===== config.mk =====
export PLATFORM = sky130hd
export DESIGN_NAME = ext_cfg_target
export DESIGN_NICKNAME = d
export VERILOG_FILES = /design/src/include/ext_cfg_pkg.sv /design/src/hdl/ext_cfg_decode.sv /design/src/hdl/ext_cfg_target.sv
export SDC_FILE = /design/constraint.sdc
export NUM_CORES = 1
export LEC_CHECK = 0
export BUFFER_PORTS_ARGS = -buffer_cell sky130_fd_sc_hd__buf_4
export CELL_PAD_IN_SITES_DETAIL_PLACEMENT = 2
export CELL_PAD_IN_SITES_GLOBAL_PLACEMENT = 2
export CORE_ASPECT_RATIO = 0.6
export CORE_UTILIZATION = 25
export DETAILED_ROUTE_END_ITERATION = 8
export PLACE_DENSITY = 0.78
export SLEW_MARGIN = 25
export SYNTH_ARGS = -nofsm -noshare
export SYNTH_HDL_FRONTEND = slang
export SYNTH_SLANG_ARGS = --single-unit

===== constraint.sdc =====
create_clock -name CLK_I -period 1.85 [get_ports CLK_I]
set_clock_uncertainty 0.1 [all_clocks]
set_input_delay 0.185 -clock CLK_I [delete_from_list [all_inputs] [get_ports CLK_I]]
set_output_delay 0.185 -clock CLK_I [all_outputs]
set_load 0.03 [all_outputs]

===== src/include/ext_cfg_pkg.sv =====
// shared constants and types for the extended configuration target
package ext_cfg_pkg;

  // ==========================================================
  // bus command codes
  localparam logic [3:0] CMD_CFG_READ = 4'hA; // configuration read
  localparam logic [3:0] CMD_CFG_WRITE = 4'hB; // configuration write

  // ==========================================================
  // address field layout
  localparam int ADDR_W = 32; // address/data width
  localparam int CMD_W = 4; // command/byte-enable width
  localparam int EXT_MSB = 11; // top bit of extended register field
  localparam int EXT_LSB = 8; // low bit of extended register field
  localparam int TYPE_MSB = 1; // top bit of config type field
  localparam logic [1:0] CFG_TYPE0 = 2'h0; // type 0 config access
  localparam logic [3:0] EXT_NONE = 4'h0; // field value of basic space

  // ==========================================================
  // reset values
  localparam logic [31:0] WORD_ZERO = 32'h0000_0000; // cleared word
  localparam logic [3:0] CMD_ZERO = 4'h0; // cleared command

  // ==========================================================
  // response speed encoding
  localparam logic SPEED_SLOW = 1'b1; // select one clock after strobe

  // ==========================================================
  // sequencer states, gray coded along the transfer path
  typedef enum logic [2:0] {
    ST_IDLE = 3'b000, // waiting for an address phase
    ST_DECODE = 3'b001, // captured address being decoded
    ST_HIT = 3'b011, // select strobe raised
    ST_SELECT = 3'b010, // claimed, waiting for the data phase
    ST_DONE = 3'b110, // control lines driven inactive
    ST_RELEASE = 3'b111 // control lines floated
  } seq_state_t;

endpackage


===== src/hdl/ext_cfg_decode.sv =====
// address and command decoder for extended configuration accesses
`timescale 1ns/1ps
`default_nettype none

module ext_cfg_decode
  import ext_cfg_pkg::*;
(
  input wire logic [ADDR_W-1:0] addr_i, // captured address
  input wire logic [CMD_W-1:0] cmd_i, // captured command
  output logic match_o, // access targets the extended region
  output logic write_o // access is a write
);

  // ==========================================================
  // decode
  logic is_cfg; // command is a configuration cycle
  logic is_ext; // register number lies above the basic space

  // configuration command of either direction
  assign is_cfg = (cmd_i == CMD_CFG_READ) || (cmd_i == CMD_CFG_WRITE);
  // type 0 access with a nonzero extended register field
  assign is_ext = (addr_i[TYPE_MSB:0] == CFG_TYPE0) &&
                  (addr_i[EXT_MSB:EXT_LSB] != EXT_NONE);
  assign match_o = is_cfg && is_ext;
  assign write_o = (cmd_i == CMD_CFG_WRITE);

endmodule
`default_nettype wire


===== src/hdl/ext_cfg_target.sv =====
// target sequencer for extended configuration reads and writes
// Behaviour
// - next clock: decode, present local address
// - region match raises select strobe in clock three
// - slow speed: devsel one clock after strobe
// - read: word strobe follows back-end ready by one cycle
// - two ready cycles: trdy with read word
// - read end: release lines, drop all signals
// - idle clock after: float devsel and trdy
// - write: trdy one cycle after back-end ready
// - write end: drop, then clear strobe, float
// - write: word strobe after irdy with ready
`timescale 1ns/1ps
`default_nettype none

module ext_cfg_target
  import ext_cfg_pkg::*;
(
  input wire logic CLK_I, // bus clock, 125 MHz
  input wire logic RST_N_I, // synchronous reset, active low
  input wire logic SELECT_RESPONSE_SPEED_I, // 1 slow, 0 medium
  input wire logic FRAME_N_I, // bus frame, active low
  input wire logic IDSEL_I, // configuration select
  input wire logic IRDY_N_I, // initiator ready, active low
  input wire logic [ADDR_W-1:0] AD_I, // address/data lines in
  input wire logic [CMD_W-1:0] CBE_N_I, // command/byte enables
  output logic [ADDR_W-1:0] AD_O, // address/data lines out
  output logic AD_OE_O, // drive enable of address/data lines
  output logic TRDY_N_O, // target ready, active low
  output logic TRDY_N_OE_O, // drive enable of target ready
  output logic DEVSEL_N_O, // device select, active low
  output logic DEVSEL_N_OE_O, // drive enable of device select
  input wire logic LOCAL_TARGET_READY_N_I, // back-end ready, low
  input wire logic [ADDR_W-1:0] LOCAL_DATA_I, // read word from back-end
  output logic [ADDR_W-1:0] LOCAL_ADDR_OUT_O, // decoded address
  output logic LOCAL_WRITE_O, // access direction, 1 write
  output logic EXT_CFG_HIT_O, // extended config select strobe
  output logic LOCAL_WORD_STROBE_N_O, // word transfer, active low
  output logic [ADDR_W-1:0] LOCAL_DATA_O // write word to back-end
);

  // ==========================================================
  // internal signals
  seq_state_t st; // sequencer state
  logic [CMD_W-1:0] cmd; // captured command
  logic match; // decoder: extended region hit
  logic is_write; // decoder: write command
  logic start; // address phase addressed to us
  logic xfer; // data phase completes this clock
  logic rdy_seen; // back-end ready in previous cycle

  // address phase with idsel, master keeps its side
  assign start = (st == ST_IDLE) && !FRAME_N_I && IDSEL_I;
  // irdy and trdy both low while claimed
  assign xfer = (st == ST_SELECT) && !IRDY_N_I && !TRDY_N_O;

  // ==========================================================
  // decoder
  ext_cfg_decode u_decode (
    .addr_i(LOCAL_ADDR_OUT_O),
    .cmd_i(cmd),
    .match_o(match),
    .write_o(is_write)
  );

  // ==========================================================
  // sequencer
  always_ff @(posedge CLK_I) begin
    if (!RST_N_I) begin
      st <= ST_IDLE;
    end else begin
      case (st)
        ST_IDLE: if (start) st <= ST_DECODE;
        ST_DECODE: begin
          // no match: stay off the bus
          st <= match ? ST_HIT : ST_IDLE;
        end
        ST_HIT: st <= ST_SELECT;
        ST_SELECT: if (xfer) st <= ST_DONE;
        ST_DONE: st <= ST_RELEASE;
        ST_RELEASE: st <= ST_IDLE;
        default: st <= ST_IDLE;
      endcase
    end
  end

  // ==========================================================
  // address and command capture
  always_ff @(posedge CLK_I) begin
    if (!RST_N_I) begin
      LOCAL_ADDR_OUT_O <= WORD_ZERO;
      cmd <= CMD_ZERO;
    end else if (start) begin
      // shown to the back-end in the clock after the address
      LOCAL_ADDR_OUT_O <= AD_I;
      cmd <= CBE_N_I;
    end
  end

  // ==========================================================
  // select strobe and direction
  always_ff @(posedge CLK_I) begin
    if (!RST_N_I) begin
      EXT_CFG_HIT_O <= 1'b0;
      LOCAL_WRITE_O <= 1'b0;
    end else if (st == ST_DECODE && match) begin
      EXT_CFG_HIT_O <= 1'b1;
      LOCAL_WRITE_O <= is_write;
    end else if (xfer && !is_write) begin
      EXT_CFG_HIT_O <= 1'b0;
    end else if (st == ST_DONE) begin
      EXT_CFG_HIT_O <= 1'b0;
    end
  end

  // ==========================================================
  // device select, driven high while claimed but inactive
  always_ff @(posedge CLK_I) begin
    if (!RST_N_I) begin
      DEVSEL_N_O <= 1'b1;
      DEVSEL_N_OE_O <= 1'b0;
    end else begin
      // medium speed claims together with the strobe
      if (st == ST_DECODE && match && !SELECT_RESPONSE_SPEED_I) begin
        DEVSEL_N_O <= 1'b0;
        DEVSEL_N_OE_O <= 1'b1;
      end else if (st == ST_HIT) begin
        DEVSEL_N_O <= 1'b0;
        DEVSEL_N_OE_O <= 1'b1;
      end else if (xfer) begin
        DEVSEL_N_O <= 1'b1;
      end else if (st == ST_DONE) begin
        DEVSEL_N_OE_O <= 1'b0;
      end
    end
  end

  // ==========================================================
  // back-end ready history, counted only while claimed
  always_ff @(posedge CLK_I) begin
    if (!RST_N_I) begin
      rdy_seen <= 1'b0;
    end else begin
      rdy_seen <= (st == ST_SELECT) && !LOCAL_TARGET_READY_N_I;
    end
  end

  // ==========================================================
  // target ready
  always_ff @(posedge CLK_I) begin
    if (!RST_N_I) begin
      TRDY_N_O <= 1'b1;
      TRDY_N_OE_O <= 1'b0;
    end else begin
      if (st == ST_HIT ||
          (st == ST_DECODE && match && !SELECT_RESPONSE_SPEED_I)) begin
        TRDY_N_OE_O <= 1'b1; // driven high with device select
      end else if (xfer) begin
        TRDY_N_O <= 1'b1;
      end else if (st == ST_DONE) begin
        TRDY_N_OE_O <= 1'b0;
      end else if (st == ST_SELECT && TRDY_N_O &&
                   !LOCAL_TARGET_READY_N_I) begin
        if (is_write) begin
          TRDY_N_O <= 1'b0;
        end else if (rdy_seen) begin
          TRDY_N_O <= 1'b0;
        end
      end
    end
  end

  // ==========================================================
  // read word onto the bus
  always_ff @(posedge CLK_I) begin
    if (!RST_N_I) begin
      AD_O <= WORD_ZERO;
      AD_OE_O <= 1'b0;
    end else if (xfer) begin
      AD_OE_O <= 1'b0;
    end else if (st == ST_SELECT && !is_write && TRDY_N_O &&
                 !LOCAL_TARGET_READY_N_I && rdy_seen) begin
      AD_O <= LOCAL_DATA_I;
      AD_OE_O <= 1'b1;
    end
  end

  // ==========================================================
  // local word strobe
  always_ff @(posedge CLK_I) begin
    if (!RST_N_I) begin
      LOCAL_WORD_STROBE_N_O <= 1'b1;
    end else if (st == ST_SELECT) begin
      if (is_write) begin
        LOCAL_WORD_STROBE_N_O <= !xfer;
      end else begin
        // read: follows ready, dropped at completion
        LOCAL_WORD_STROBE_N_O <= LOCAL_TARGET_READY_N_I || xfer;
      end
    end else begin
      LOCAL_WORD_STROBE_N_O <= 1'b1;
    end
  end

  // ==========================================================
  // write word to the back-end
  always_ff @(posedge CLK_I) begin
    if (!RST_N_I) begin
      LOCAL_DATA_O <= WORD_ZERO;
    end else if (xfer && is_write) begin
      LOCAL_DATA_O <= AD_I;
    end
  end

  // ==========================================================
  // assertions
  property p_addr_out;
    @(posedge CLK_I) disable iff (!RST_N_I)
    start |=> LOCAL_ADDR_OUT_O == $past(AD_I);
  endproperty
  a_addr_out: assert property (p_addr_out)
    else $error("local address not shown after address phase");
  property p_hit;
    @(posedge CLK_I) disable iff (!RST_N_I)
    start ##1 match |=> EXT_CFG_HIT_O && st == ST_HIT;
  endproperty
  a_hit: assert property (p_hit)
    else $error("select strobe missing in third clock");
  property p_slow_sel;
    @(posedge CLK_I) disable iff (!RST_N_I)
    $rose(EXT_CFG_HIT_O) && SELECT_RESPONSE_SPEED_I
      |-> DEVSEL_N_O ##1 (!DEVSEL_N_O && DEVSEL_N_OE_O);
  endproperty
  a_slow_sel: assert property (p_slow_sel)
    else $error("slow device select not one clock after strobe");
  property p_rd_strobe;
    @(posedge CLK_I) disable iff (!RST_N_I)
    st == ST_SELECT && !is_write && !LOCAL_TARGET_READY_N_I && !xfer
      |=> !LOCAL_WORD_STROBE_N_O;
  endproperty
  a_rd_strobe: assert property (p_rd_strobe)
    else $error("read word strobe did not follow ready");
  property p_rd_trdy;
    @(posedge CLK_I) disable iff (!RST_N_I)
    $fell(TRDY_N_O) && !LOCAL_WRITE_O
      |-> $past(rdy_seen) && !$past(LOCAL_TARGET_READY_N_I) &&
      AD_OE_O && AD_O == $past(LOCAL_DATA_I);
  endproperty
  a_rd_trdy: assert property (p_rd_trdy)
    else $error("read trdy without two ready cycles or wrong word");
  property p_rd_end;
    @(posedge CLK_I) disable iff (!RST_N_I)
    xfer && !is_write |=> DEVSEL_N_O && TRDY_N_O && !AD_OE_O &&
      !EXT_CFG_HIT_O && LOCAL_WORD_STROBE_N_O;
  endproperty
  a_rd_end: assert property (p_rd_end)
    else $error("read completion left a signal asserted");
  property p_float;
    @(posedge CLK_I) disable iff (!RST_N_I)
    xfer |=> DEVSEL_N_OE_O ##1 (!DEVSEL_N_OE_O && !TRDY_N_OE_O);
  endproperty
  a_float: assert property (p_float)
    else $error("devsel and trdy not floated in idle clock");
  property p_wr_trdy;
    @(posedge CLK_I) disable iff (!RST_N_I)
    st == ST_SELECT && is_write && !LOCAL_TARGET_READY_N_I && !xfer
      |=> !TRDY_N_O;
  endproperty
  a_wr_trdy: assert property (p_wr_trdy)
    else $error("write trdy not one cycle after ready");
  property p_wr_end;
    @(posedge CLK_I) disable iff (!RST_N_I)
    xfer && is_write |=> (DEVSEL_N_O && TRDY_N_O && EXT_CFG_HIT_O)
      ##1 (!EXT_CFG_HIT_O && LOCAL_WORD_STROBE_N_O && !DEVSEL_N_OE_O);
  endproperty
  a_wr_end: assert property (p_wr_end)
    else $error("write completion order broken");
  property p_wr_strobe;
    @(posedge CLK_I) disable iff (!RST_N_I)
    xfer && is_write |=> !LOCAL_WORD_STROBE_N_O &&
      LOCAL_DATA_O == $past(AD_I);
  endproperty
  a_wr_strobe: assert property (p_wr_strobe)
    else $error("write word strobe or word missing");
endmodule
`default_nettype wire


* Word-level counts from Yosys, hierarchy flattened
Cells that the tools add are included.
** Word-level totals
- Flip-flop bits (word level) :: 112
- Bits in latches :: 0
- Bits in writable memories :: 0
- Bits in read-only memories :: 0
- Bits of input ports :: 75
- Output and inout bits :: 104
- Word-level logic and storage cells :: 91
- Memories :: 0
** Cells by class
- $add $sub $neg :: 0
- $mul :: 0
- Div/mod/pow operators :: 0
- Magnitude comparators :: 0
- Equality and inequality tests :: 11
- Shift-type cells :: 0
- Multiplexer cells :: 20
- Bitwise logic cells :: 3
- Reductions and logical operators :: 43
** Operator list (number)
- logical AND 1 bit :: 17
- 2-to-1 mux 1 bit :: 16
- one-hot mux 3 bit (5 select lines) :: 1
- nonzero test 3 bit :: 4
- AND reduction 2 bit :: 5
- equality test 4 bit, second input constant :: 2
- zero test 1 bit :: 7
- equality test 3 x 2 -> 1 bit, second input constant :: 2
- 2-to-1 mux 3 bit :: 2
- inequality test 2 bit, second input constant :: 3
- AND reduction 4 bit :: 1
- nonzero test 2 bit :: 2
- nonzero test 4 bit :: 1
- equality test 3 x 1 -> 1 bit, second input constant :: 1
- equality test 3 bit, second input constant :: 1
- zero test 3 bit :: 1
- logical OR 1 bit :: 3
- inequality test 3 x 1 -> 1 bit, second input constant :: 1
- inverter 1 bit :: 3
- zero test 2 bit :: 1
- 2-to-1 mux 2 bit :: 1
- inequality test 2 x 1 -> 1 bit, second input constant :: 1
- OR reduction 2 bit :: 1

* Longest topological paths before layout
- Depth in word-level cells :: 8
- Gate-level depth with buffers :: 6
- Depth with buffers taken out :: 3

* Cells and area by module
Synthesis repeated with hierarchy kept, for this count alone.
** Second synthesis, totals
- Cells, all modules :: 460
- Area total of the unflattened synthesis :: 4344.2 um2
** By module, submodules not included
- ext_cfg_target :: times used 1, cells an instance 455, area each 4291.6 um2, sequential area each 2242.2 um2
- ext_cfg_decode :: times used 1, cells an instance 5, area each 52.6 um2, sequential area each 0.0 um2

* Worst setup path after synthesis
No wires, ideal clock.
- Path kind :: register to register
- Start point :: register st[0]
- End point :: register LOCAL_DATA_O[10]
- Library setup time :: 0.072 ns
- Arrival :: 1.558 ns
- Required time :: 1.678 ns
- Slack :: 0.121 ns
- Stages on the path, launching flop included :: 7
- Path buffers :: 3
- Period minus slack after synthesis :: 1.729 ns
- Path through :: dfxtp_1 -> buf_6 -> or3b_4 -> nor4b_4 -> buf_6 -> buf_12 -> mux2i_1
** On the way
- Longest elaborated chain between the ends :: 4
** RTL lines
- start, declared :: RTL line ext_cfg_target.sv:44 : seq_state_t st;
- start signal, assigned :: RTL line ext_cfg_target.sv:76 : st <= match ? ST_HIT : ST_IDLE;
- equality test 3 x 2 -> 1 bit :: RTL line ext_cfg_target.sv:55 : assign xfer = (st == ST_SELECT) && !IRDY_N_I && !TRDY_N_O;
- logical AND 1 bit (2 in series) :: RTL line ext_cfg_target.sv:55
- logical AND 1 bit :: RTL line ext_cfg_target.sv:210 : end else if (xfer && is_write) begin
- end signal, assigned :: RTL line ext_cfg_target.sv:209 : LOCAL_DATA_O <= WORD_ZERO;
- end signal, assigned :: RTL line ext_cfg_target.sv:211 : LOCAL_DATA_O <= AD_I;
- end, declared :: RTL line ext_cfg_target.sv:39 : output logic [ADDR_W-1:0] LOCAL_DATA_O
Every way passes these cells.
A chain may end at the register's enable or synchronous reset.

* Worst setup path after layout
- Start point :: register st[0]
- End point :: register LOCAL_DATA_O[1]
Same word-level chain as after synthesis.

==> results.cfg <==
[status]
status = complete, no violations

[route]
dr.pass1.iters = 4
drt_iter0_markers = 134
drc = 0
top_layer = met4
m1WireLength_mm = 7.98
ant_nets = 0
num_vias = 4353
wl_mm = 17.3
wl_met3_mm = 1.11
avgRoutedWirePerCell_um = 18.4
dr_wl_met2_mm = 8.04
avgViaCountPerCell = 4.63

[synthesis]
ys_seq_area_share_pct = 48.7
synth_edf_count = 0
synthesis.area_um2 = 4600
yosys_most_used_dff = dfxtp_1
syn_nets = 576
synth_async_sr_flop_share_pct = 0
syn_avg_cell_area_um2 = 9.18
synth_area_leader_cell = dfxtp_1
synth.distinct_cells = 34
synthMostInstantiatedCell = nand2_1
ys_top_cells_by_area = dfxtp_1 (49%), mux2i_1 (14%), nand2_1 (11%), a21boi_0 (5.7%), o21ai_0 (4.2%)
yosys_warnings = 0
synth_top_area_share_pct = 48.7
ys_ff_latch = 112
synthTopCellsByCount = nand2_1 (130), dfxtp_1 (112), mux2i_1 (65), o21ai_0 (39), nand3_1 (37)
syn_inst = 501

[timing]
rsz0062_at_grt = true
clock.fmax_mhz = 557
finalCritPeriodShare_pct = 97.0
hold_slack_ns = 0.0110
setup_viol = 0
tightest_slew_ns = 0.411
totalNegativeSetupSlack_ns = 0
hold_viol = 0
min_period_ns = 1.79
slew_viol_final = 0
relSlewSlack_pct = 72.6

[worst_setup_path]
crit_type = reg2reg
worstPathCellList = or3b_4 > nor4b_4 > buf_6 > mux2i_1
crit_arrival_ns = 1.96
cp_slowest_cell = or3b_4
cp-start-kind = flop
cp.required_ns = 2.02
worst-path-buf-inv = 1
cp_max_fo = 13
worstSetupEndpointType = flop
critical_path.max_stage_delay_ns = 0.44
critPathTopFamily = simple AND/OR/NAND/NOR gates

[pwr]
irDropWorstVdd_mv = 0.386
p_leak_uw = 0.00279
totalPowerFinal_uw = 4980
power.density_nw_per_um2 = 726

[placed_design]
globalplace.congestion = 0.776
port_buffers = 178
dpl.hpwl_mm = 12.2
place_area_um2 = 6190

[clock_tree]
cts-root-buf = clkbuf_16
h-tree-depth = 3
numCtsBuffers = 9
cts_setup_buffers = 0
clkSinkCount = 112
insertion_delay_ns = 0.34
cts_tree = built
cts.clk_slew.worst_paths_ns = 0.07
cts_buffer_depth = 2

[floorplanning]
io_pins = 179
dieArea_um2 = 19000
rows = 37
die_w_um = 177
start_util_pct = 26.2
fp.coreArea_um2 = 17500
die_y_um = 107

[layout]
area_delta_synth_final_pct = 49.2
drive_above_1_share_pct = 32.0
fin_area_um2 = 6860
nets = 776

[global_route]
grt_start_max_net_pins = 70
antenna_found_initial = 1
grt.overflow.total = 0
grt_pass1_wl_mm = 26.5
first_global_vias = 4883
groute.usage.overall_pct = 18.1

[worst_hold_path]
hp-class = in2reg

[job]
drv_cap = 0
[kinds of logic after synthesis]
logic type                count (synthesis)  synth area share [%]
muxes                                    65                  14.1
AOI/OAI and AO/OA                        86                  12.1
xor gates and xnor gates                  1                 0.190
DFF                                     112                  48.7
and+or+nand+nor                         192                  19.0
buffers and inverters                    45                  5.82
[worst reg2reg max path, stage by stage (launching register included)]
cell,delay (ns)
dfxtp_2,0.36
or3b_4,0.44
nor4b_4,0.33
buf_6,0.26
mux2i_1,0.23
[where the power goes]
part	total (uW)	internal [uW]	switching [uW]
logic	610	283	327
registers	2470	2450	26.3
clock network	1900	964	936
[layer usage]
layer  up-vias  track usage (%)
met3        17             5.25
met1      2115             22.7
met5         -                0
met2       122             30.7
met4         0             4.00
li1       2099                -
[final timing paths]
check,from,to,slack (ns),depth (start not counted)
worst min register to register,AD_O[3]$_SDFFE_PN0P_,AD_O[3]$_SDFFE_PN0P_,0.36,2
worst max register to register,st[0]$_SDFFE_PN0P_,LOCAL_DATA_O[1]$_SDFFE_PN0P_,0.06,4
worst max-delay path,st[0]$_SDFFE_PN0P_,LOCAL_DATA_O[1]$_SDFFE_PN0P_,0.06,4
worst min-delay path,CBE_N_I[0],cmd[0]$_SDFFE_PN0P_,0.01,3
[cell usage in the layout (no fill, tap or decap), types with 2 or more instances in the layout]
cell type,instances
nor3b_1,2
nor4_1,5
a21boi_0,35
nand3b_1,3
dlygate4sd3_1,35
clkbuf_16,9
nand3_1,37
mux2i_1,65
nand2_1,130
buf_12,6
buf_4,191
o21ai_0,39
dfxtp_1,109
nor2_1,2
inv_6,2
dfxtp_2,2
o21a_1,4
and2_1,3
a21boi_1,2
[layout make-up]
| cell class | count | area [um^2] |
|---|---|---|
| fill | 1908 | 10700 |
| sequential | 112 | 2250 |
| multi-input combinational | 344 | 2120 |
| timing repair buffer | 233 | 1920 |
| tap | 234 | 293 |
| clock buffer | 11 | 243 |
| clock inverter | 5 | 38.8 |
| inverter | 1 | 3.75 |
| antenna | 1 | 2.50 |
[stage by stage]
step / cells / setup WS, ns / util (%)
detailed placement: 889 / -0.0855 / 35.3
global route: 940 / -0.0133 / 39.1
CTS: 940 / 0.00714 / 39.0
global placement: 889 / 0.0251 / 35.3
floorplan: 501 / 0.121 / -
finish: 941 / 0.0554 / 39.1
[flip-flops by register name, summed over array words and instances, names as in the netlist]
| signal | count |
|---|---|
| LOCAL_WRITE_O | 1 |
| LOCAL_ADDR_OUT_O | 32 |
| st | 3 |
| TRDY_N_OE_O | 1 |
| cmd | 4 |
| LOCAL_DATA_O | 32 |
| AD_O | 32 |
| DEVSEL_N_O | 1 |
| LOCAL_WORD_STROBE_N_O | 1 |
| DEVSEL_N_OE_O | 1 |
| TRDY_N_O | 1 |
| AD_OE_O | 1 |
| rdy_seen | 1 |
| EXT_CFG_HIT_O | 1 |
[timing repair]
action                                  CTS  global route
pin swaps                                 0             1
gates cloned                              0             0
hold buffers                             35             0
hold endpoints to repair                 35             0
endpoints found under the setup margin   58            34
resized for setup                         7             3
No activity file was read; power rests on OpenSTA's default activity.
